[src/ppi_map.svh]
// Register layout, command codes, fuse defaults and timing counts of the programming port.
`ifndef PPI_MAP_SVH
`define PPI_MAP_SVH
`define CMD_CHIP_ERASE   8'h80
`define CMD_WRITE_FUSE   8'h40
`define CMD_WRITE_LOCK   8'h20
`define CMD_WRITE_FLASH  8'h10
`define CMD_WRITE_EEPROM 8'h11
`define CMD_READ_SIG     8'h08
`define CMD_READ_FUSE    8'h04
`define CMD_READ_FLASH   8'h02
`define CMD_READ_EEPROM  8'h03
`define CMD_NOP          8'h00
`define ACT_ADDR         2'h0
`define ACT_DATA         2'h1
`define ACT_CMD          2'h2
`define FUSE_HIGH_DEFAULT 8'h99
`define FUSE_LOW_DEFAULT  8'hE1
`define LOCK_DEFAULT      8'hFF
`define FH_KEEP_EEPROM    3
`define FH_SERIAL_PROG    5
`define FH_FROZEN_MASK    8'hF7
`define LOCK_LB1          0
`define FLASH_WORD_BITS   7
`define EEPROM_BYTE_BITS  3
`define FLASH_PAGE_WORDS  128
`define EEPROM_PAGE_BYTES 8
`define ENTRY_TOGGLES     4'h6
`define SIG_BYTE0         8'h5A  // Arbitrary identity value.
`define SIG_BYTE1         8'hA5  // Arbitrary identity value.
`define SIG_BYTE2         8'h3C  // Arbitrary identity value.
`define CAL_DEFAULT       8'h80
`define BUSY_NS           1000
`define CLK_NS            8
`define BUSY_CYCLES       ((`BUSY_NS) / (`CLK_NS))
`endif

[src/ppi_pkg.sv]
// Types shared by the programming port modules.
package ppi_pkg;
  typedef struct packed {
    logic       load_pulse_in;
    logic [1:0] pin_action;
    logic       byte_select_one;
    logic       byte_select_two;
    logic       page_latch_strobe;
    logic       wr_n;
    logic       oe_n;
  } ctrl_pins_s;
  typedef struct packed {
    logic [7:0] high;
    logic [7:0] low;
  } fuse_pair_s;
  typedef enum logic [1:0] {ST_OFF, ST_ARMED, ST_PROG} mode_e;
  typedef enum logic [1:0] {OP_IDLE, OP_BUSY} op_e;
endpackage : ppi_pkg

[src/ppi_busy_timer.sv]
// Busy timer: holds ready low for a fixed count after an operation starts.
`timescale 1ns/1ps
`include "ppi_map.svh"
module ppi_busy_timer (
  input  wire logic sys_clk,
  input  wire logic rst,
  input  wire logic start,
  output logic      busy
);
  import ppi_pkg::*;
  localparam int unsigned CNT_MAX = `BUSY_CYCLES;
  op_e         state_ff;   // Current timer state.
  op_e         nxt_state;  // Next timer state.
  logic [15:0] cnt_ff;     // Remaining busy cycles.
  logic [15:0] nxt_cnt;    // Next remaining count.

  // Load the count on start and run it down to zero.
  always_comb begin
    nxt_state = state_ff;
    nxt_cnt   = cnt_ff;
    case (state_ff)
      OP_IDLE: begin
        if (start) begin
          nxt_state = OP_BUSY;
          nxt_cnt   = CNT_MAX[15:0];
        end
      end
      OP_BUSY: begin
        if (cnt_ff <= 16'h0001) begin
          nxt_state = OP_IDLE;
          nxt_cnt   = 16'h0000;
        end else begin
          nxt_cnt = cnt_ff - 16'h0001;
        end
      end
      default: nxt_state = OP_IDLE;
    endcase
  end

  // Register the timer state.
  always_ff @(posedge sys_clk or posedge rst) begin
    if (rst) begin
      state_ff <= OP_IDLE;
      cnt_ff   <= 16'h0000;
    end else begin
      state_ff <= nxt_state;
      cnt_ff   <= nxt_cnt;
    end
  end

  assign busy = (state_ff == OP_BUSY);
endmodule : ppi_busy_timer

[src/ppi_core.sv]
// Parallel programming port: command, address and data latches, fuses and page buffers.
`timescale 1ns/1ps
`include "ppi_map.svh"
module ppi_core (
  input  wire logic              sys_clk,
  input  wire logic              rst,
  input  wire logic              reset_pin_n,
  input  wire logic              high_voltage,
  input  wire logic              serial_mode,
  input  wire ppi_pkg::ctrl_pins_s pins,
  input  wire logic [7:0]        data_in,
  output logic [7:0]             data_out,
  output logic                   data_oe,
  output logic                   ready_busy_out,
  output logic                   prog_mode,
  output ppi_pkg::fuse_pair_s    active_fuses,
  output logic                   eeprom_keep_live,
  output logic [7:0]             rc_calibration_register
);
  import ppi_pkg::*;

  // Calibration values; the high byte of signature rows 0..3.
  localparam logic [7:0] CAL1 = `CAL_DEFAULT;
  localparam logic [7:0] CAL2 = `CAL_DEFAULT;
  localparam logic [7:0] CAL4 = `CAL_DEFAULT;
  localparam logic [7:0] CAL8 = `CAL_DEFAULT;

  mode_e       mode_ff, nxt_mode;            // Programming mode state.
  logic [3:0]  tog_ff, nxt_tog;              // Load pulses seen under reset.
  logic        xl_ff, wr_ff, pg_ff;          // Previous pin levels for edges.
  logic [7:0]  cmd_ff, nxt_cmd;              // Last loaded command.
  logic [15:0] addr_ff, nxt_addr;            // Loaded address.
  logic [15:0] dat_ff, nxt_dat;              // Loaded data word.
  fuse_pair_s  fuse_ff, nxt_fuse;            // Stored fuse bytes.
  fuse_pair_s  act_ff, nxt_act;              // Captured working copy.
  logic [7:0]  lock_ff, nxt_lock;            // Lock bits.
  logic [7:0]  cal_ff;                       // Oscillator calibration copy.
  logic [15:0] fbuf [`FLASH_PAGE_WORDS];     // Flash page buffer.
  logic [7:0]  ebuf [`EEPROM_PAGE_BYTES];    // Eeprom page buffer.
  logic        start_op;                     // Write strobe starts an operation.
  logic        busy;                         // Operation in progress.

  wire xl_rise = pins.load_pulse_in & ~xl_ff;      // Load pulse rising edge.
  wire wr_fall = ~pins.wr_n & wr_ff;               // Write strobe falling edge.
  wire pg_rise = pins.page_latch_strobe & ~pg_ff;  // Page strobe rising edge.
  wire in_prog = (mode_ff == ST_PROG);

  // Returns one when the command starts a write-type operation.
  function automatic logic is_write(input logic [7:0] c);
    is_write = (c == `CMD_CHIP_ERASE) || (c == `CMD_WRITE_FUSE) ||
               (c == `CMD_WRITE_LOCK) || (c == `CMD_WRITE_FLASH) ||
               (c == `CMD_WRITE_EEPROM);
  endfunction : is_write

  // Entry: count load pulses under reset, then require quiet pins at the high-voltage edge.
  always_comb begin
    nxt_mode = mode_ff;
    nxt_tog  = tog_ff;
    case (mode_ff)
      ST_OFF: begin
        if (!reset_pin_n && !high_voltage) begin
          if (xl_rise && tog_ff != 4'hF) nxt_tog = tog_ff + 4'h1;
          if (tog_ff >= `ENTRY_TOGGLES) nxt_mode = ST_ARMED;
        end else begin
          nxt_tog = 4'h0;
        end
      end
      ST_ARMED: begin
        if (high_voltage) begin
          // A high page strobe, action pin or first byte select at the high-voltage edge aborts entry.
          if ({pins.page_latch_strobe, pins.pin_action, pins.byte_select_one} == 4'h0)
            nxt_mode = ST_PROG;
          else
            nxt_mode = ST_OFF;
        end
      end
      ST_PROG: begin
        // Clearing the count here means a later entry needs six fresh toggles.
        nxt_tog = 4'h0;
        if (!high_voltage) nxt_mode = ST_OFF;
      end
      default: nxt_mode = ST_OFF;
    endcase
  end

  // Latch command, address and data on load pulses; commit writes on the write strobe.
  always_comb begin
    nxt_cmd  = cmd_ff;
    nxt_addr = addr_ff;
    nxt_dat  = dat_ff;
    nxt_fuse = fuse_ff;
    nxt_lock = lock_ff;
    nxt_act  = act_ff;
    start_op = 1'b0;
    if (in_prog && xl_rise && !busy) begin
      case (pins.pin_action)
        `ACT_ADDR: begin
          if (pins.byte_select_one) nxt_addr[15:8] = data_in;
          else nxt_addr[7:0] = data_in;
        end
        `ACT_DATA: begin
          if (pins.byte_select_one) nxt_dat[15:8] = data_in;
          else nxt_dat[7:0] = data_in;
        end
        `ACT_CMD: nxt_cmd = data_in;
        default: ;
      endcase
    end
    if (in_prog && wr_fall && !busy && is_write(cmd_ff)) begin
      start_op = 1'b1;
      case (cmd_ff)
        `CMD_WRITE_FUSE: begin
          if (lock_ff[`LOCK_LB1] && !pins.byte_select_two) begin
            if (pins.byte_select_one) begin
              nxt_fuse.high = dat_ff[7:0];
              if (serial_mode)
                nxt_fuse.high[`FH_SERIAL_PROG] = fuse_ff.high[`FH_SERIAL_PROG];
            end else begin
              nxt_fuse.low = dat_ff[7:0];
            end
          end
        end
        `CMD_WRITE_LOCK: nxt_lock = lock_ff & dat_ff[7:0];  // Only programs.
        `CMD_CHIP_ERASE: nxt_lock = `LOCK_DEFAULT;
        default: ;
      endcase
    end
    // Outside programming mode the working copy tracks the stored bytes.
    if (!in_prog && mode_ff != ST_ARMED) nxt_act = fuse_ff;
    if (mode_ff == ST_ARMED && nxt_mode == ST_PROG) nxt_act = fuse_ff;
    // The keep-eeprom bit follows the stored fuse at once.
    nxt_act.high[`FH_KEEP_EEPROM] = nxt_fuse.high[`FH_KEEP_EEPROM];
  end

  // Read path: data returned on the bus while output enable is low.
  always_ff @(posedge sys_clk or posedge rst) begin
    if (rst) begin
      data_out <= 8'h00;
    end else begin
      case (cmd_ff)
        `CMD_READ_SIG: begin
          if (pins.byte_select_one) begin
            case (addr_ff[1:0])
              2'h0: data_out <= CAL1;
              2'h1: data_out <= CAL2;
              2'h2: data_out <= CAL4;
              default: data_out <= CAL8;
            endcase
          end else begin
            case (addr_ff[1:0])
              2'h0: data_out <= `SIG_BYTE0;
              2'h1: data_out <= `SIG_BYTE1;
              2'h2: data_out <= `SIG_BYTE2;
              default: data_out <= 8'hFF;
            endcase
          end
        end
        `CMD_READ_FUSE: begin
          if (pins.byte_select_two) data_out <= lock_ff;
          // The serial path never sees the serial enable fuse: it reads as unprogrammed.
          else if (pins.byte_select_one && serial_mode)
            data_out <= fuse_ff.high | (8'h01 << `FH_SERIAL_PROG);
          else if (pins.byte_select_one) data_out <= fuse_ff.high;
          else data_out <= fuse_ff.low;
        end
        `CMD_READ_FLASH: begin
          if (pins.byte_select_one)
            data_out <= fbuf[addr_ff[`FLASH_WORD_BITS-1:0]][15:8];
          else
            data_out <= fbuf[addr_ff[`FLASH_WORD_BITS-1:0]][7:0];
        end
        `CMD_READ_EEPROM: data_out <= ebuf[addr_ff[`EEPROM_BYTE_BITS-1:0]];
        default: data_out <= 8'h00;
      endcase
    end
  end

  // Page buffers take the loaded data on the page strobe; the word index is the low address.
  always_ff @(posedge sys_clk) begin
    if (in_prog && pg_rise) begin
      if (cmd_ff == `CMD_WRITE_FLASH)
        fbuf[addr_ff[`FLASH_WORD_BITS-1:0]] <= dat_ff;
      else if (cmd_ff == `CMD_WRITE_EEPROM)
        ebuf[addr_ff[`EEPROM_BYTE_BITS-1:0]] <= dat_ff[7:0];
    end
  end

  // State registers; fuses restart at their factory values.
  always_ff @(posedge sys_clk or posedge rst) begin
    if (rst) begin
      mode_ff <= ST_OFF;
      tog_ff  <= 4'h0;
      xl_ff   <= 1'b0;
      wr_ff   <= 1'b1;
      pg_ff   <= 1'b0;
      cmd_ff  <= `CMD_NOP;
      addr_ff <= 16'h0000;
      dat_ff  <= 16'h0000;
      fuse_ff <= {`FUSE_HIGH_DEFAULT, `FUSE_LOW_DEFAULT};
      act_ff  <= {`FUSE_HIGH_DEFAULT, `FUSE_LOW_DEFAULT};
      lock_ff <= `LOCK_DEFAULT;
      cal_ff  <= `CAL_DEFAULT;
    end else begin
      mode_ff <= nxt_mode;
      tog_ff  <= nxt_tog;
      xl_ff   <= pins.load_pulse_in;
      wr_ff   <= pins.wr_n;
      pg_ff   <= pins.page_latch_strobe;
      cmd_ff  <= nxt_cmd;
      addr_ff <= nxt_addr;
      dat_ff  <= nxt_dat;
      fuse_ff <= nxt_fuse;
      act_ff  <= nxt_act;
      lock_ff <= nxt_lock;
      cal_ff  <= CAL1;
    end
  end

  ppi_busy_timer u_busy (
    .sys_clk (sys_clk),
    .rst     (rst),
    .start   (start_op),
    .busy    (busy)
  );

  assign data_oe                 = in_prog & ~pins.oe_n;
  assign ready_busy_out          = ~busy;
  assign prog_mode               = in_prog;
  assign active_fuses            = act_ff;
  assign eeprom_keep_live        = act_ff.high[`FH_KEEP_EEPROM];
  assign rc_calibration_register = cal_ff;

  // Checks. Each one guards a rule that the pins alone show only late or not at all.
  // A write strobe must take ready low on the very next cycle.
  a_busy_after_wr: assert property (@(posedge sys_clk) disable iff (rst)
    start_op |=> !ready_busy_out) else $error("ready not low after write");
  // The bus is driven only while output enable is held low.
  a_oe_drive: assert property (@(posedge sys_clk) disable iff (rst)
    data_oe |-> !pins.oe_n) else $error("bus driven without enable");
  // A released output enable leaves the bus to the programmer.
  a_oe_off: assert property (@(posedge sys_clk) disable iff (rst)
    pins.oe_n |-> !data_oe) else $error("bus driven after release");
  // A programmed first lock bit freezes the stored fuses.
  a_lock_fuse: assert property (@(posedge sys_clk) disable iff (rst)
    !lock_ff[`LOCK_LB1] |=> $stable(fuse_ff)) else $error("fuse changed while locked");
  // Erase clears the locks but never the fuses.
  a_erase_keep: assert property (@(posedge sys_clk) disable iff (rst)
    (start_op && cmd_ff == `CMD_CHIP_ERASE) |=> $stable(fuse_ff)) else $error("erase hit fuse");
  // Lock writes can only program bits; only erase releases them.
  a_lock_one_way: assert property (@(posedge sys_clk) disable iff (rst)
    (start_op && cmd_ff == `CMD_WRITE_LOCK) |=> (lock_ff & ~$past(lock_ff)) == 8'h00)
    else $error("lock bit released by a write");
  // The command stays put unless a load pulse brings a new one.
  a_cmd_hold: assert property (@(posedge sys_clk) disable iff (rst)
    !(in_prog && xl_rise) |=> $stable(cmd_ff)) else $error("command changed");
  // Serial programming may never move the serial enable fuse.
  a_serial_keep: assert property (@(posedge sys_clk) disable iff (rst)
    serial_mode |=> $stable(fuse_ff.high[`FH_SERIAL_PROG])) else $error("serial fuse moved");
  // The keep-eeprom bit is the one fuse that acts at once in programming mode.
  a_keep_live: assert property (@(posedge sys_clk) disable iff (rst)
    in_prog ##1 in_prog |-> act_ff.high[`FH_KEEP_EEPROM] == fuse_ff.high[`FH_KEEP_EEPROM])
    else $error("keep fuse not live");
  // All other working fuse bits hold still until programming mode ends.
  a_fuse_frozen: assert property (@(posedge sys_clk) disable iff (rst)
    (in_prog && nxt_mode == ST_PROG)
    |=> $stable(act_ff.low) && $stable(act_ff.high & `FH_FROZEN_MASK))
    else $error("working fuses moved in programming mode");
  // The pulse count is cleared while in programming mode.
  a_entry_recount: assert property (@(posedge sys_clk) disable iff (rst)
    in_prog |=> tog_ff == 4'h0) else $error("entry count kept in programming mode");
  // The first signature row answers with the first identity byte.
  a_sig_read: assert property (@(posedge sys_clk) disable iff (rst)
    (cmd_ff == `CMD_READ_SIG && !pins.byte_select_one && addr_ff[1:0] == 2'h0)
    |=> data_out == `SIG_BYTE0) else $error("signature byte wrong");
  // Reset leaves the 1 MHz calibration byte in the oscillator register.
  a_cal_load: assert property (@(posedge sys_clk) disable iff (rst)
    ##1 rc_calibration_register == CAL1) else $error("calibration not loaded");
endmodule : ppi_core

[config.mk]
export PLATFORM = sky130hd
export DESIGN_NAME = ppi_core
export DESIGN_NICKNAME = d
export VERILOG_FILES = /design/src/ppi_pkg.sv /design/src/ppi_busy_timer.sv /design/src/ppi_core.sv
export VERILOG_INCLUDE_DIRS = /design/src
export SDC_FILE = /design/constraint.sdc
export NUM_CORES = 2
export LEC_CHECK = 0
export BUFFER_PORTS_ARGS = -buffer_cell sky130_fd_sc_hd__clkbuf_2
export CAP_MARGIN = 20
export CELL_PAD_IN_SITES_DETAIL_PLACEMENT = 1
export CELL_PAD_IN_SITES_GLOBAL_PLACEMENT = 2
export CORE_AREA = 2 2 315 550
export CTS_CLUSTER_DIAMETER = 30
export CTS_CLUSTER_SIZE = 24
export DETAILED_ROUTE_END_ITERATION = 8
export DIE_AREA = 0 0 317 552
export PLACE_DENSITY = 0.9
export SETUP_SLACK_MARGIN = 0.2
export SLEW_MARGIN = 20
export SYNTH_ARGS = -nofsm -noshare
export SYNTH_HDL_FRONTEND = slang
export SYNTH_SLANG_ARGS = --single-unit
[constraint.sdc]
create_clock -name sys_clk -period 8.6 [get_ports sys_clk]
set_clock_uncertainty 0.15 [all_clocks]
set_input_delay 1.72 -clock sys_clk [delete_from_list [all_inputs] [get_ports sys_clk]]
set_output_delay 1.72 -clock sys_clk [all_outputs]
set_load 0.01 [all_outputs]
==> results.sh <==
export IMPL_fp_dieW_um=317
export IMPL_fin_crit_sh=0.607
export IMPL_synth_most_common_cell="edfxtp_1"
export IMPL_cts_repair_resized=0
export IMPL_syn2layout_area_growth_pct=13.7
export IMPL_netlist_area_um2=86500
export IMPL_slew_headroom=0.0938
export IMPL_num_rows=201
export IMPL_maxSlewViolCount=0
export IMPL_crit_fanout=37
export IMPL_wl_met3_um=39000
export IMPL_clkTransAtPathRegs_ps=80
export IMPL_drv_cap=0
export IMPL_yosysTopAreaCell="edfxtp_1"
export IMPL_synth_area_leaders="edfxtp_1, mux4_2, mux2i_1"
export IMPL_post_cts_setup_buffer_count=0
export IMPL_ys_warn_count=0
export IMPL_ys_seq_elements=2216
export IMPL_drt_first_pass_iters=7
export IMPL_wl_met1_um=94600
export IMPL_die_y_um=552
export IMPL_max_freq_ghz=0.191
export IMPL_ys_async_sr_fraction=0.0469
export IMPL_synth_top_cell_area_share=0.734
export IMPL_drc_errors=0
export IMPL_cts_hold_buf=0
export IMPL_hpwl_um=186000
export IMPL_pin_count=57
export IMPL_crit_path_frequent_cell="buf_4"
export IMPL_placed_cell_area_um2=90000
export IMPL_ant_nets=0
export IMPL_min_path_type="reg -> reg"
export IMPL_cts_tree="yes"
export IMPL_core_area_um2=171000
export IMPL_irDropWorstVdd_uv=180
export IMPL_cts_htree_levels=4
export IMPL_drt_total_wl_um=321000
export IMPL_critical_path_required_ps=9240
export IMPL_yosys_most_used_dff="edfxtp_1"
export IMPL_grt_setup_unrepaired="no"
export IMPL_dr_total_vias=54800
export IMPL_syn_avg_cell_area_um2=17.6
export IMPL_ys_top_cells_by_count="edfxtp_1, nor2_1, mux2i_1, a221oi_1, nand2_1"
export IMPL_initial_core_util=0.506
export IMPL_drive_gt1_frac=0.215
export IMPL_grt_pass1_wl_um=444000
export IMPL_critPathArrivalTime_ps=5860
export IMPL_hold_violations=0
export IMPL_run_status="finished clean"
export IMPL_crit_slowest_cell="nor4_2"
export IMPL_cpPeakStageDelay_ps=910
export IMPL_clockBufferDepth=4
export IMPL_crit_chain="buf_4, and3b_2, buf_4, a22oi_1, a41oi_2, nor4_2, nand4_1, a31o_2"
export IMPL_cts_root_buf="clkbuf_16"
export IMPL_crit_path_end_kind="flop"
export IMPL_postLayoutCoreUtil=0.576
export IMPL_gp_congestion=0.956
export IMPL_die_area_um2=175000
export IMPL_finalNetCount=5135
export IMPL_final_min_clock_period_ps=5220
export IMPL_fill_cells=15000
export IMPL_cts_sinks=2216
export IMPL_cellLeakagePower_nw=32.6
export IMPL_globalRouteTotalUtil=0.367
export IMPL_cellPowerDensity_nw_per_um2=234
export IMPL_grt_start_max_net_pins=98
export IMPL_synthCells=4904
export IMPL_final_design_area_no_fill_um2=98300
export IMPL_first_iter_violations=9334
export IMPL_synth_edf_count=2112
export IMPL_synth_cell_types=96
export IMPL_ys_seq_area_frac=0.764
export IMPL_grt_pass1_vias=56700
export IMPL_power_total_mw=23.0
export IMPL_insertion_delay_ps=880
export IMPL_worst_pin_slew_ps=1350
export IMPL_gr_total_overflow=0
export IMPL_port_buffers=48
export IMPL_route_met2_wl_um=151000
export IMPL_top_layer_used="met5"
export IMPL_antenna_found_initial=29
export IMPL_avgViaCountPerCell=7.26
export IMPL_path_class="reg -> reg"
export IMPL_crit_path_start_kind="flop"
export IMPL_setup_tns_ps=0
export IMPL_drt_wirelength_per_cell_um=42.5
export IMPL_cts_buffers=234
export IMPL_setup_viol=0
[per-stage QoR]
stage | std cells | setup slack, ps | hold slack (ps)
2_1_floorplan | 4910 | 4040 | 297
3_3_place_gp | 7096 | 3260 | 318
3_5_place_dp | 7100 | 3330 | 321
4_1_cts | 7530 | 3680 | 338
5_1_grt | 7536 | 3480 | 368
6_report | 7548 | 3380 | 334
[where the power goes]
part	internal (mW)	switching, mW	leakage [nW]
registers	11.7	0.0404	19.8
logic	0.173	0.486	8.88
clock network	5.75	4.87	3.94
total	17.6	5.39	32.6
[critical path, delay by kind of cell, from the launching register on]
kind,cells,cell delay [ps]
buffers and inverters,2,1120
flip-flops,1,860
AND/OR/NAND/NOR,3,1770
AO/OA/AOI/OAI,3,1130
[routing by layer]
| metal | vias up | global-route usage |
|---|---|---|
| li1 | 20500 | - |
| met1 | 27500 | 0.407 |
| met2 | 5086 | 0.577 |
| met3 | 1626 | 0.0953 |
| met4 | 28 | 0.331 |
| met5 | - | 0 |
[cells by family (layout without fill, tap and decap cells)]
kind of cell / count (synthesis) / in the layout / share of synthesized area
muxes: 533 / 533 / 0.0806
AOI/OAI and AO/OA: 1105 / 1105 / 0.0954
and+or+nand+nor: 674 / 674 / 0.0364
DFF: 2216 / 2216 / 0.764
buffers and inverters: 362 / 752 / 0.0220
adders and majority gates: 8 / 8 / 0.00116
xor gates and xnor gates: 4 / 4 / 0.000405
other: 2 / 23 / 0.0000869
[registers in the layout (all words and copies together) (netlist names), 8 cells and up]
signal	cells
data_out	8
cmd_ff	8
ebuf	64
lock_ff	8
dat_ff	16
active_fuses	15
fbuf	2048
fuse_ff	16
u_busy.cnt_ff	16
[path summary, 6_finish.rpt]
path	from	end	slack (ps)	depth (start not counted)
max	addr_ff[1]	data_out[6]	3380	8
min	lock_ff[3]	lock_ff[3]	330	2
max reg2reg	addr_ff[1]	data_out[6]	3380	8
min reg2reg	lock_ff[3]	lock_ff[3]	330	2
max in group asynchronous	rst	addr_ff[4]	6120	3
min in group asynchronous	rst	addr_ff[2]	710	2
[area by class of cell]
type | instances | area, um2 | share of cell area
Inverter | 20 | 86.3 | 0.000878
Sequential cell | 2216 | 66100 | 0.673
Clock buffer | 239 | 5900 | 0.0600
Clock inverter | 191 | 2250 | 0.0229
Multi-Input combinational cell | 2332 | 18700 | 0.191
Tap cell | 2233 | 2790 | 0.0284
Antenna cell | 15 | 37.5 | 0.000382
Timing Repair Buffer | 302 | 2370 | 0.0241
[placed cells by master, fill, tap and decap left out, drive strengths merged, types with 63 or more instances in the layout]
cell / n
nor2: 252
mux4: 111
a221oi: 228
edfxtp: 2112
a22oi: 173
mux2i: 235
buf: 252
dfrtp: 80
nand2: 191
o21ai: 133
clkbuf: 289
a221o: 63
clkinv: 72
mux2: 187
a21oi: 146
inv: 103
Note: power is estimated with default switching activity, not from simulation.
